## src/rtl/bmm_pkg.sv

```systemverilog
// constants and carrier types for the bypass and mute input monitor
package bmm_pkg;
  localparam int unsigned CLK_HZ = 20000000;
  localparam int unsigned CROSS_SHORT_MS = 2000;
  localparam int unsigned SIMUL_MS = 3000;
  localparam int unsigned DEBOUNCE_MS = 6;
  localparam int unsigned CROSS_SHORT_CYC = CROSS_SHORT_MS * (CLK_HZ / 1000);
  localparam int unsigned SIMUL_CYC = SIMUL_MS * (CLK_HZ / 1000);
  localparam int unsigned DEBOUNCE_CYC = DEBOUNCE_MS * (CLK_HZ / 1000);
  localparam int unsigned PULSE_PERIOD_CYC = 2000;
  localparam int unsigned PULSE_SETTLE_CYC = 20;
  localparam int unsigned CNT_W = 32;

  typedef enum logic [2:0] {
    BMM_DUAL_2T,
    BMM_DUAL_3T,
    BMM_DUAL_4T,
    BMM_DUAL_PNP,
    BMM_COMP_CONTACT,
    BMM_COMP_PNP
  } bmm_wiring_e;

  typedef enum logic [1:0] {
    BMM_MS_IDLE,
    BMM_MS_WAIT,
    BMM_MS_MUTED,
    BMM_MS_BLOCK
  } bmm_mute_e;

  typedef struct packed {
    logic chan_a;
    logic chan_b;
  } bmm_pair_s;
endpackage

```

## src/rtl/bmm_monitor.sv

```systemverilog
// bypass key switch and muting sensor pair input monitor
`timescale 1ns/1ps
module bmm_monitor #(
  parameter int unsigned CROSS_SHORT_CYC = bmm_pkg::CROSS_SHORT_CYC,
  parameter int unsigned SIMUL_CYC = bmm_pkg::SIMUL_CYC,
  parameter int unsigned DEBOUNCE_CYC = bmm_pkg::DEBOUNCE_CYC,
  parameter int unsigned PULSE_PERIOD_CYC = bmm_pkg::PULSE_PERIOD_CYC
) (
  // clock and reset
  input wire logic clk_i,
  input wire logic rst_i,
  // configuration
  input wire bmm_pkg::bmm_wiring_e wiring_i,
  input wire logic directional_i,
  // bypass key switch channels (1 = contact closed / conducting)
  input wire bmm_pkg::bmm_pair_s bypass_pins_i,
  // muting sensor pairs
  input wire bmm_pkg::bmm_pair_s mute_pair1_i,
  input wire bmm_pkg::bmm_pair_s mute_pair2_i,
  input wire logic mute_permit_input_i,
  // safeguard, emergency stop, operator
  input wire logic safeguard_run_i,
  input wire logic estop_run_i,
  input wire logic start_i,
  input wire logic fault_clear_i,
  // test pulse drive for three/four-terminal wiring
  output logic test_pulse_a_o,
  output logic test_pulse_b_o,
  // results
  output logic run_o,
  output logic bypassed_o,
  output logic muted_o,
  output logic bypass_fault_o,
  output logic mute_fault_o
);
  localparam int unsigned SYNC_W = 9;

  typedef struct packed {
    logic [SYNC_W-1:0] stable;
    logic [1:0] bp_deb;
    logic [bmm_pkg::CNT_W-1:0] deb_cnt;
    logic [bmm_pkg::CNT_W-1:0] arm_cnt;
    logic armed;
    logic [bmm_pkg::CNT_W-1:0] open_cnt;
    logic [bmm_pkg::CNT_W-1:0] pulse_cnt;
    logic [bmm_pkg::CNT_W-1:0] sim_cnt;
    logic pulse_a;
    logic pulse_b;
    bmm_pkg::bmm_mute_e mstate;
    logic bp_fault;
    logic mu_fault;
    logic run;
    logic bypassed;
    logic muted;
  } bmm_state_s;

  bmm_state_s st, next_st;
  logic [SYNC_W-1:0] raw;

  assign raw = {mute_permit_input_i, safeguard_run_i, estop_run_i, start_i, fault_clear_i,
                mute_pair2_i.chan_b, mute_pair2_i.chan_a, mute_pair1_i.chan_b, mute_pair1_i.chan_a};

  // bypass channels get their own three stages below
  logic [1:0] bp_s0, bp_s1, bp_s2, bp_stable;
  logic [SYNC_W-1:0] in_s0, in_s1, in_s2;
  always_ff @(posedge clk_i or posedge rst_i) begin
    if (rst_i) begin
      bp_s0 <= 2'h0;
      bp_s1 <= 2'h0;
      bp_s2 <= 2'h0;
      bp_stable <= 2'h0;
      in_s0 <= '0;
      in_s1 <= '0;
      in_s2 <= '0;
    end else begin
      bp_s0 <= {bypass_pins_i.chan_b, bypass_pins_i.chan_a};
      bp_s1 <= bp_s0;
      bp_s2 <= bp_s1;
      for (int i = 0; i < 2; i++) begin
        if (bp_s1[i] == bp_s2[i]) begin
          bp_stable[i] <= bp_s2[i];
        end
      end
      in_s0 <= raw;
      in_s1 <= in_s0;
      in_s2 <= in_s1;
    end
  end
  // a change counts once the second and third stages agree
  logic [SYNC_W-1:0] in_ok;
  always_comb begin
    for (int i = 0; i < SYNC_W; i++) begin
      in_ok[i] = (in_s1[i] == in_s2[i]) ? in_s2[i] : st.stable[i];
    end
  end

  logic m1a, m1b, m2a, m2b, clr, strt, estop_ok, guard_ok, permit;
  assign m1a = in_ok[0];
  assign m1b = in_ok[1];
  assign m2a = in_ok[2];
  assign m2b = in_ok[3];
  assign clr = in_ok[4];
  assign strt = in_ok[5];
  assign estop_ok = in_ok[6];
  assign guard_ok = in_ok[7];
  assign permit = in_ok[8];

  logic comp_mode, pulse_mode, cross_mode;
  logic pair1_on, pair2_on, any1, any2, strt_rise;
  assign comp_mode = (wiring_i == bmm_pkg::BMM_COMP_CONTACT) || (wiring_i == bmm_pkg::BMM_COMP_PNP);
  assign pulse_mode = (wiring_i == bmm_pkg::BMM_DUAL_3T) || (wiring_i == bmm_pkg::BMM_DUAL_4T);
  assign cross_mode = (wiring_i == bmm_pkg::BMM_DUAL_2T) || (wiring_i == bmm_pkg::BMM_DUAL_3T);
  assign pair1_on = m1a && m1b;
  assign pair2_on = m2a && m2b;
  assign any1 = m1a || m1b;
  assign any2 = m2a || m2b;
  assign strt_rise = strt && !st.stable[5];

  always_comb begin
    logic bp_on;
    logic bp_bad;
    logic foreign;
    logic [1:0] dv;
    next_st = st;
    bp_on = 1'b0;
    bp_bad = 1'b0;
    foreign = 1'b0;
    next_st.stable = in_ok;
    dv = st.bp_deb;
    // complementary short across the closed contact shows only after debounce
    if (bp_stable != st.bp_deb) begin
      next_st.deb_cnt = st.deb_cnt + 1'b1;
      next_st.arm_cnt = '0;
      if (st.deb_cnt >= DEBOUNCE_CYC - 1) begin
        dv = bp_stable;
        next_st.bp_deb = bp_stable;
        next_st.deb_cnt = '0;
        next_st.armed = 1'b1;
      end
    end else begin
      next_st.deb_cnt = '0;
      // reset value 00 is no real reading; arm once a value held a full window
      next_st.arm_cnt = st.armed ? st.arm_cnt : st.arm_cnt + 1'b1;
      if (st.arm_cnt >= DEBOUNCE_CYC - 1) begin
        next_st.armed = 1'b1;
      end
    end
    // test pulses: each channel is briefly driven low in turn
    next_st.pulse_cnt = (st.pulse_cnt >= PULSE_PERIOD_CYC - 1) ? '0 : st.pulse_cnt + 1'b1;
    next_st.pulse_a = pulse_mode && (st.pulse_cnt < bmm_pkg::PULSE_SETTLE_CYC);
    next_st.pulse_b = pulse_mode && (st.pulse_cnt >= PULSE_PERIOD_CYC / 2)
                      && (st.pulse_cnt < PULSE_PERIOD_CYC / 2 + bmm_pkg::PULSE_SETTLE_CYC);
    // a channel still high at the end of its own pulse is fed from elsewhere
    if (pulse_mode && st.pulse_cnt == bmm_pkg::PULSE_SETTLE_CYC - 1 && bp_stable[0]) begin
      foreign = 1'b1;
    end
    if (pulse_mode && st.pulse_cnt == PULSE_PERIOD_CYC / 2 + bmm_pkg::PULSE_SETTLE_CYC - 1 && bp_stable[1]) begin
      foreign = 1'b1;
    end
    // pulse on one channel seen on the other means cross short
    if (wiring_i == bmm_pkg::BMM_DUAL_4T && st.pulse_a && st.pulse_cnt == bmm_pkg::PULSE_SETTLE_CYC - 1
        && !bp_stable[1] && !bp_stable[0] && st.bp_deb == 2'h3) begin
      foreign = 1'b1;
    end
    // cross short shows as both open for over 2 s without chan mismatch
    if (cross_mode && dv == 2'h0) begin
      next_st.open_cnt = (st.open_cnt >= CROSS_SHORT_CYC) ? st.open_cnt : st.open_cnt + 1'b1;
    end else begin
      next_st.open_cnt = '0;
    end
    if (cross_mode && st.open_cnt >= CROSS_SHORT_CYC) begin
      bp_bad = 1'b1;
    end
    // complementary channels must differ, equal means shorted
    if (comp_mode && st.armed && dv[0] == dv[1]) begin
      bp_bad = 1'b1;
    end
    // sourcing dual wiring: no short detection in this block
    if (wiring_i == bmm_pkg::BMM_DUAL_PNP) begin
      foreign = 1'b0;
    end
    if (comp_mode) begin
      bp_on = dv[1] && !dv[0];
    end else begin
      bp_on = dv[0] && dv[1];
    end
    // fault latches and holds input in stop state, set wins over clear
    if (clr && !bp_bad && !foreign) begin
      next_st.bp_fault = 1'b0;
    end
    if (bp_bad || foreign) begin
      next_st.bp_fault = 1'b1;
    end
    next_st.bypassed = bp_on && !next_st.bp_fault;

    // mute sequencing, each sensor monitored separately
    next_st.sim_cnt = '0;
    case (st.mstate)
      bmm_pkg::BMM_MS_IDLE: begin
        if (permit && (any1 || any2) && !st.mu_fault) begin
          if (directional_i && any2 && !pair1_on) begin
            next_st.mstate = bmm_pkg::BMM_MS_BLOCK;
          end else if (pair1_on) begin
            next_st.mstate = bmm_pkg::BMM_MS_MUTED;
          end else if (!directional_i && pair2_on) begin
            next_st.mstate = bmm_pkg::BMM_MS_MUTED;
          end else begin
            next_st.mstate = bmm_pkg::BMM_MS_WAIT;
          end
        end
      end
      bmm_pkg::BMM_MS_WAIT: begin
        next_st.sim_cnt = st.sim_cnt + 1'b1;
        if (directional_i && any2 && !pair1_on) begin
          next_st.mstate = bmm_pkg::BMM_MS_BLOCK;
        end else if (permit && (pair1_on || (!directional_i && pair2_on))) begin
          next_st.mstate = bmm_pkg::BMM_MS_MUTED;
        end else if (!any1 && !any2) begin
          next_st.mstate = bmm_pkg::BMM_MS_IDLE;
        end else if (st.sim_cnt >= SIMUL_CYC - 1) begin
          next_st.mstate = bmm_pkg::BMM_MS_BLOCK;
          next_st.mu_fault = 1'b1;
        end
      end
      bmm_pkg::BMM_MS_MUTED: begin
        // permit ignored once muted
        if (!pair1_on && !pair2_on) begin
          next_st.mstate = bmm_pkg::BMM_MS_IDLE;
        end
      end
      bmm_pkg::BMM_MS_BLOCK: begin
        if (!any1 && !any2) begin
          next_st.mstate = bmm_pkg::BMM_MS_IDLE;
        end
      end
      default: begin
        next_st.mstate = bmm_pkg::BMM_MS_IDLE;
      end
    endcase
    if (clr && st.mstate != bmm_pkg::BMM_MS_WAIT && !(st.mstate == bmm_pkg::BMM_MS_WAIT
        && st.sim_cnt >= SIMUL_CYC - 1)) begin
      next_st.mu_fault = 1'b0;
    end
    next_st.muted = (next_st.mstate == bmm_pkg::BMM_MS_MUTED);

    // run: estop always acts, safeguard ignored while muted or bypassed
    if (!estop_ok || next_st.bp_fault || next_st.mu_fault) begin
      next_st.run = 1'b0;
    end else if (!guard_ok && !next_st.muted && !next_st.bypassed) begin
      next_st.run = 1'b0;
    end else if (strt_rise) begin
      next_st.run = 1'b1; // restart only by a fresh start edge
    end
  end

  always_ff @(posedge clk_i or posedge rst_i) begin
    if (rst_i) begin
      st <= '0;
    end else begin
      st <= next_st;
    end
  end

  assign test_pulse_a_o = st.pulse_a;
  assign test_pulse_b_o = st.pulse_b;
  assign run_o = st.run;
  assign bypassed_o = st.bypassed;
  assign muted_o = st.muted;
  assign bypass_fault_o = st.bp_fault;
  assign mute_fault_o = st.mu_fault;
endmodule

```

## config.mk

```make
export PLATFORM = sky130hd
export DESIGN_NAME = bmm_monitor
export DESIGN_NICKNAME = d
export VERILOG_FILES = /design/src/rtl/bmm_pkg.sv /design/src/rtl/bmm_monitor.sv
export SDC_FILE = /design/constraint.sdc
export NUM_CORES = 1
export LEC_CHECK = 0
export BUFFER_PORTS_ARGS = -buffer_cell sky130_fd_sc_hd__buf_4
export CAP_MARGIN = 20
export CORE_MARGIN = 1.5
export CORE_UTILIZATION = 35
export CTS_CLUSTER_DIAMETER = 60
export DETAILED_ROUTE_END_ITERATION = 8
export PLACE_DENSITY = 0.48
export SYNTH_ARGS = -nofsm -noshare
export SYNTH_HDL_FRONTEND = slang
export SYNTH_SLANG_ARGS = --single-unit
```

## constraint.sdc

```tcl
create_clock -name clk_i -period 9.35 [get_ports clk_i]
set_input_delay 2.3375 -clock clk_i [delete_from_list [all_inputs] [get_ports clk_i]]
set_output_delay 2.3375 -clock clk_i [all_outputs]
set_load 0.1 [all_outputs]
```

==> run metrics, run 1 <==
met2 wire len=roughly 7300 µm; Initial Util=0.3594; drt wl/cell=13.12 µm; die area=0.02698 mm²; min Tclk post-route=3632 ps; Final Skew=9.260 ps; FP Rows=58; CP startpoint kind=register; ys flop type=dfrtp_1; Final Max Slew Viols=0; highest routed metal layer=met4; RSZ-0062 raised after global routing=false; Setup CP Type=reg2reg; Hold Vio Cnt, Final=0; DRT Pass-1 Iters=4; met1 wire length=8182 µm; CTS Sinks=216; max_cap viols=0; Leak Pwr=~4.4 nW; CTS max path bufs=3; reg2reg setup slack=5720 ps; most frequent cells in the layout=dfrtp_1, nor2_1, nand2_1, xor2_1, xnor2_1; Max VDD drop=105.4 µV; sequential fraction of the synthesis area=0.5938; status=finished clean; post-synthesis cell area=0.009102 mm²; post-detailed-route count of antenna-violating nets=0; post-cts sizing count=0; Post-synth EDFFs=0; Post-CTS Setup Bufs=0; period utilization=0.3884; Worst-Margin Slew=roughly 970 ps; vias in the first global route=5,904; internal power=0.001687 W; Synthesis Warnings=0; Buffers on Ports=23; RD Place Congestion=0.7218; final-layout fill cell count=2,408; DRC viols=0; Hold Crit Class=reg2reg; syn_area_per_cell=10.99 µm²; Reg power frac=0.448; Post-Syn Instances=around 830; Clock transition at path regs=50 ps; DRT iter0 DRCs=223; placed insts=around 1,200; CTS tree=yes; final net count=924; ratio of cells with drive above 1 in the final layout=0.1153; final setup violation count=0; post-synthesis register bit count=216; WL met3=603 µm; CTS H-tree depth=1; Synth async-reset ratio=1.000; Comb power frac=0.073; Critical Path RT=9770 ps; GRT Total Usage=0.1302; Area Growth Syn to Fin=17.50%; CTS root buffer=clkbuf_16; largest net degree at the start of global routing=142; TritonCTS Buffers=27; Worst Setup End Kind=register; Reg area=roughly 0.0054 mm²; DP HPWL=roughly 10,000 µm; area occupied by multi-input gates=0.003655 mm²; commonest non-fill, non-tap cell in the layout=dfrtp_1; n_diodes=0; Worst slew margin=0.3530; initial antenna violation count=0; data arrival time of the worst path=4050 ps; Die Wd=164.3 µm; Pwr Density=206.4 mW/mm²; Max Clock Freq=275.3 MHz; synth top area cells=dfrtp_1, nor2_1, xor2_1; net switching power=0.0005206 W; clk_lat worst skew=520 ps; Yosys top cell by area=dfrtp_1; Core ar.=0.02533 mm²; area share of the leading cell type in the synthesized netlist=0.5938; CP max FO=26; Yosys cell types=70; setup TNS=0 ps; CTS Hold Bufs=0; via count=5,809; clock share of power=0.479; first-pass GRT wire length=28,910 µm; vias per cell=4.651; Die Y=approximately 160 µm; I/O pin cnt=24; sw frac=0.2358; WL final=around 16,000 µm; Congestion Overflow GR=0; non-filler cells, final=1,249
==> final timing paths <==
kind / start / end / depth (start not counted)
setup / recovery: st[138] / st[79] / 11
hold / removal: in_s0[8] / in_s1[8] / 0
setup reg to reg: st[138] / st[79] / 11
hold reg to reg: in_s0[8] / in_s1[8] / 0
max in group asynchronous: rst_i / st[98] / 3
min in group asynchronous: rst_i / st[137] / 2
==> layer usage <==
metal  vias up  GRT usage
met2        66     0.2023
met3        21    0.02273
met5         -          0
li1       2930          -
met1      2792     0.1864
met4         0    0.03678
==> final cells by class <==
cell class              instances  share of cell area
repair buffers                 25             0.01755
flip-flops and latches        216              0.5054
clock inverters                13             0.01650
clock buffers                  36             0.07007
well taps                     330             0.03861
inverters                      27             0.01018
multi-input cells             602              0.3417
==> cell usage after synthesis, types with 6 or more instances <==
library cell and number:
dfrtp_1 216, nor2_1 143, nand2_1 54, xor2_1 54, xnor2_1 47, nand3_1 42
inv_1 27, nor3_1 22, a21oi_1 20, and3_1 20, nand4_1 20, o21ai_0 18
clkbuf_1 14, nor4_1 14, or3_1 14, ha_1 8, maj3_1 6
==> cell families (layout without fill, tap and decap cells) <==
logic type,Yosys count,count (layout),share of synthesized area
xor gates and xnor gates,101,101,0.09718
muxes,4,4,0.004673
DFF,216,216,0.5938
other,1,36,0.0004120
adders and majority gates,18,18,0.02254
and+or+nand+nor,372,372,0.2049
buffers and inverters,45,101,0.01911
AOI/OAI and AO/OA,71,71,0.05732
==> critical path, stage by stage (launching register included) <==
cell,delay (ps)
dfrtp_1,400
ha_1,230
nand3_1,150
o21bai_1,90
a2111oi_0,420
o21bai_1,170
a41oi_2,440
mux2_2,400
inv_1,70
ha_1,250
nand2_1,570
a21oi_1,330
==> flip-flops by register name, indices dropped and copies added, names as in the netlist <==
| signal | cells |
|---|---|
| muted_o | 1 |
| bp_s1 | 2 |
| run_o | 1 |
| bp_s2 | 2 |
| bp_s0 | 2 |
| st | 174 |
| mute_fault_o | 1 |
| in_s0 | 9 |
| bypass_fault_o | 1 |
| test_pulse_b_o | 1 |
| test_pulse_a_o | 1 |
| bypassed_o | 1 |
| in_s2 | 9 |
| in_s1 | 9 |
| bp_stable | 2 |
==> power by group through the flow <==
| stage | clock network [W] | registers (W) | logic, W |
|---|---|---|---|
| final | 0.00106 | 0.000989 | 0.000161 |
| after global routing | 0.00113 | 0.000992 | 0.000182 |
| after CTS | 0.00110 | 0.000989 | 0.000167 |
| after detailed placement | 0 | 0.00101 | 0.000167 |
| after global placement | 0 | 0.00101 | 0.000166 |
| after floorplan | 0 | 0.00102 | 0.000103 |
==> stage by stage <==
stage	total power (W)	util	instance area, µm²	hold WS [ps]	setup slack (ps)
finish	0.002208	0.4223	10700	346.3	5718
global route	0.002308	0.4223	10700	355.9	5240
CTS	0.002255	0.4223	10700	349.4	5621
detailed placement	0.001173	0.3857	9769	335.5	5119
global placement	0.001173	0.3857	9769	331.1	5087
floorplan	0.001126	-	9234	331.2	1105
No activity file was read; power rests on OpenSTA's default activity.
==> run 2: changes to the inputs <==
Clock period 9.35 ns to 3.4 ns, I/O delays scaled along.
==> run 2 against run 1 <==
Compared with the run above:
- sequential cell count unchanged
- count of clock-buffer cells in the layout up 2
- maximum frequency up 22%
- sequential power increased to 2.8 times the previous value
- die area did not move
- non-clock buffer count is 7 higher
- routed wire length up 1.0%
- clock power rose to 2.7 times the previous value
- setup slack worse by 5300 ps
- hold slack got worse by 45 ps
- critical endpoint is now st[81]
- largest cell class unchanged
==> run metrics, run 2 (same netlist as run 1, synthesis figures left out) <==
Leak Pwr=roughly 4.5 nW; vias in the first global route=5,884; period utilization=0.8754; reg2reg setup slack=420 ps; Hold Crit Class=in2async; Worst slew margin=0.6270; TritonCTS Buffers=26; CTS root buffer=clkbuf_16; data arrival time of the worst path=3420 ps; ratio of cells with drive above 1 in the final layout=0.1192; GRT Total Usage=0.1309; FP Rows=58; vias per cell=4.696; initial antenna violation count=0; Post-CTS Setup Bufs=0; DRC viols=0; Setup Slack @ Placement=393.8 ps; Core ar.=0.02533 mm²; final setup violation count=0; Worst-Margin Slew=approximately 560 ps; post-detailed-route count of antenna-violating nets=0; Initial Util=0.3594; commonest non-fill, non-tap cell in the layout=dfrtp_1; Die Y=164.3 µm; most flop-heavy register=st; CTS Hold Bufs=0; peak-usage layer in the global routing report=met2; largest net degree at the start of global routing=93; r2r worst-path depth=12; Max Clock Freq=336.0 MHz; final worst setup slack=roughly 420 ps; DRT Pass-1 Iters=4; Die Wd=about 160 µm; Setup CP Type=reg2reg; WL final=16,560 µm; Pwr Density=558.5 mW/mm²; Max VDD drop=between 300 and 400 µV; Clock transition at path regs=60 ps; CTS Sinks=216; CTS H-tree depth=1; die area=~0.027 mm²; DP HPWL=10,650 µm; most frequent cells in the layout=dfrtp_1, nor2_1, nand2_1, xor2_1, xnor2_1; Critical Path RT=between 3000 and 4000 ps; clk_lat worst skew=roughly 520 ps; CTS tree=yes; M3 GR Usage=0.02677; min Tclk post-route=between 2000 and 3000 ps; Worst Setup End Kind=register; drt wl/cell=13.22 µm; via count=about 6,000; I/O pin cnt=24; grt met1 use=0.1864; met2 Resource Use GR=0.2008; CTS max path bufs=3; final net count=930; first-pass GRT wire length=28,970 µm; CP startpoint kind=register; max_cap viols=0; max FFs per register=~170; Final Max Slew Viols=0; Final Skew=around 12 ps; setup TNS=0 ps; n_diodes=0; Buffers on Ports=23; Congestion Overflow GR=0; RD Place Congestion=0.7438; status=finished clean; Hold Vio Cnt, Final=0; CP max FO=26; RSZ-0062 raised after global routing=false; Area Growth Syn to Fin=18.01%; DRT iter0 DRCs=321; post-cts sizing count=0
## run 2: cell types whose count changed in the layout (fill, tap and decap cells not counted)
cell	delta
inv_8	-1
clkinvlp_4	-1
inv_6	-1
bufinv_16	-1
buf_12	+2
clkinv_2	-2
clkinv_4	+1
buf_4	+5
clkbuf_8	+2
## run 2: critical path, stage by stage, from the launching register on
cell and delay [ps]:
dfrtp_1 400, ha_1 230, nand3_1 140, o21bai_1 90, a2111oi_0 410, o21bai_1 140
a41oi_2 290, mux2_2 380, inv_1 60, ha_1 280, nand2_1 80, buf_4 240
a21oi_1 150
## run 2: cell type report
class / instances / area, µm²
Clock inverter: 8 / 121.4
Inverter: 27 / 105.1
Multi-Input combinational cell: 602 / 3655
Timing Repair Buffer: 32 / 265.3
Fill cell: 2407 / 14590
Tap cell: 330 / 412.9
Clock buffer: 38 / 777.0
Sequential cell: 216 / 5405
## run 2: metal layers
layer  wire, µm  share of wire
met3        666          0.040
met2       7422           0.45
met4        302          0.018
met5          0              0
met1       8169           0.49
## run 2: final timing paths
check | startpoint | end
setup / recovery | st[138] | st[81]
hold / removal | rst_i | in_s1[5]
setup reg to reg | st[138] | st[81]
hold reg to reg | in_s0[1] | in_s1[1]
max in group asynchronous | rst_i | st[68]
min in group clk_i | in_s0[1] | in_s1[1]
## run 2: power breakdown
| group | internal, W | switching [W] |
|---|---|---|
| clock network | 0.00180 | 0.00103 |
| logic | 0.000138 | 0.000315 |
| registers | 0.00266 | 0.0000578 |
| total | 0.00460 | 0.00140 |
## run 2: through the flow
| stage | area (µm²) | cells | total power [W] | util | hold WS [ps] |
|---|---|---|---|---|---|
| 5_1_grt | 10740 | 1253 | 0.006278 | 0.4241 | 310.2 |
| 3_5_place_dp | 9843 | 1207 | 0.003235 | 0.3886 | 335.6 |
| 2_1_floorplan | 9238 | 863 | 0.003097 | - | 331.2 |
| 6_report | 10740 | 1253 | 0.006000 | 0.4241 | 301.8 |
| 4_1_cts | 10740 | 1253 | 0.006129 | 0.4241 | 284.1 |
| 3_3_place_gp | 9843 | 1207 | 0.003235 | 0.3886 | 332.9 |
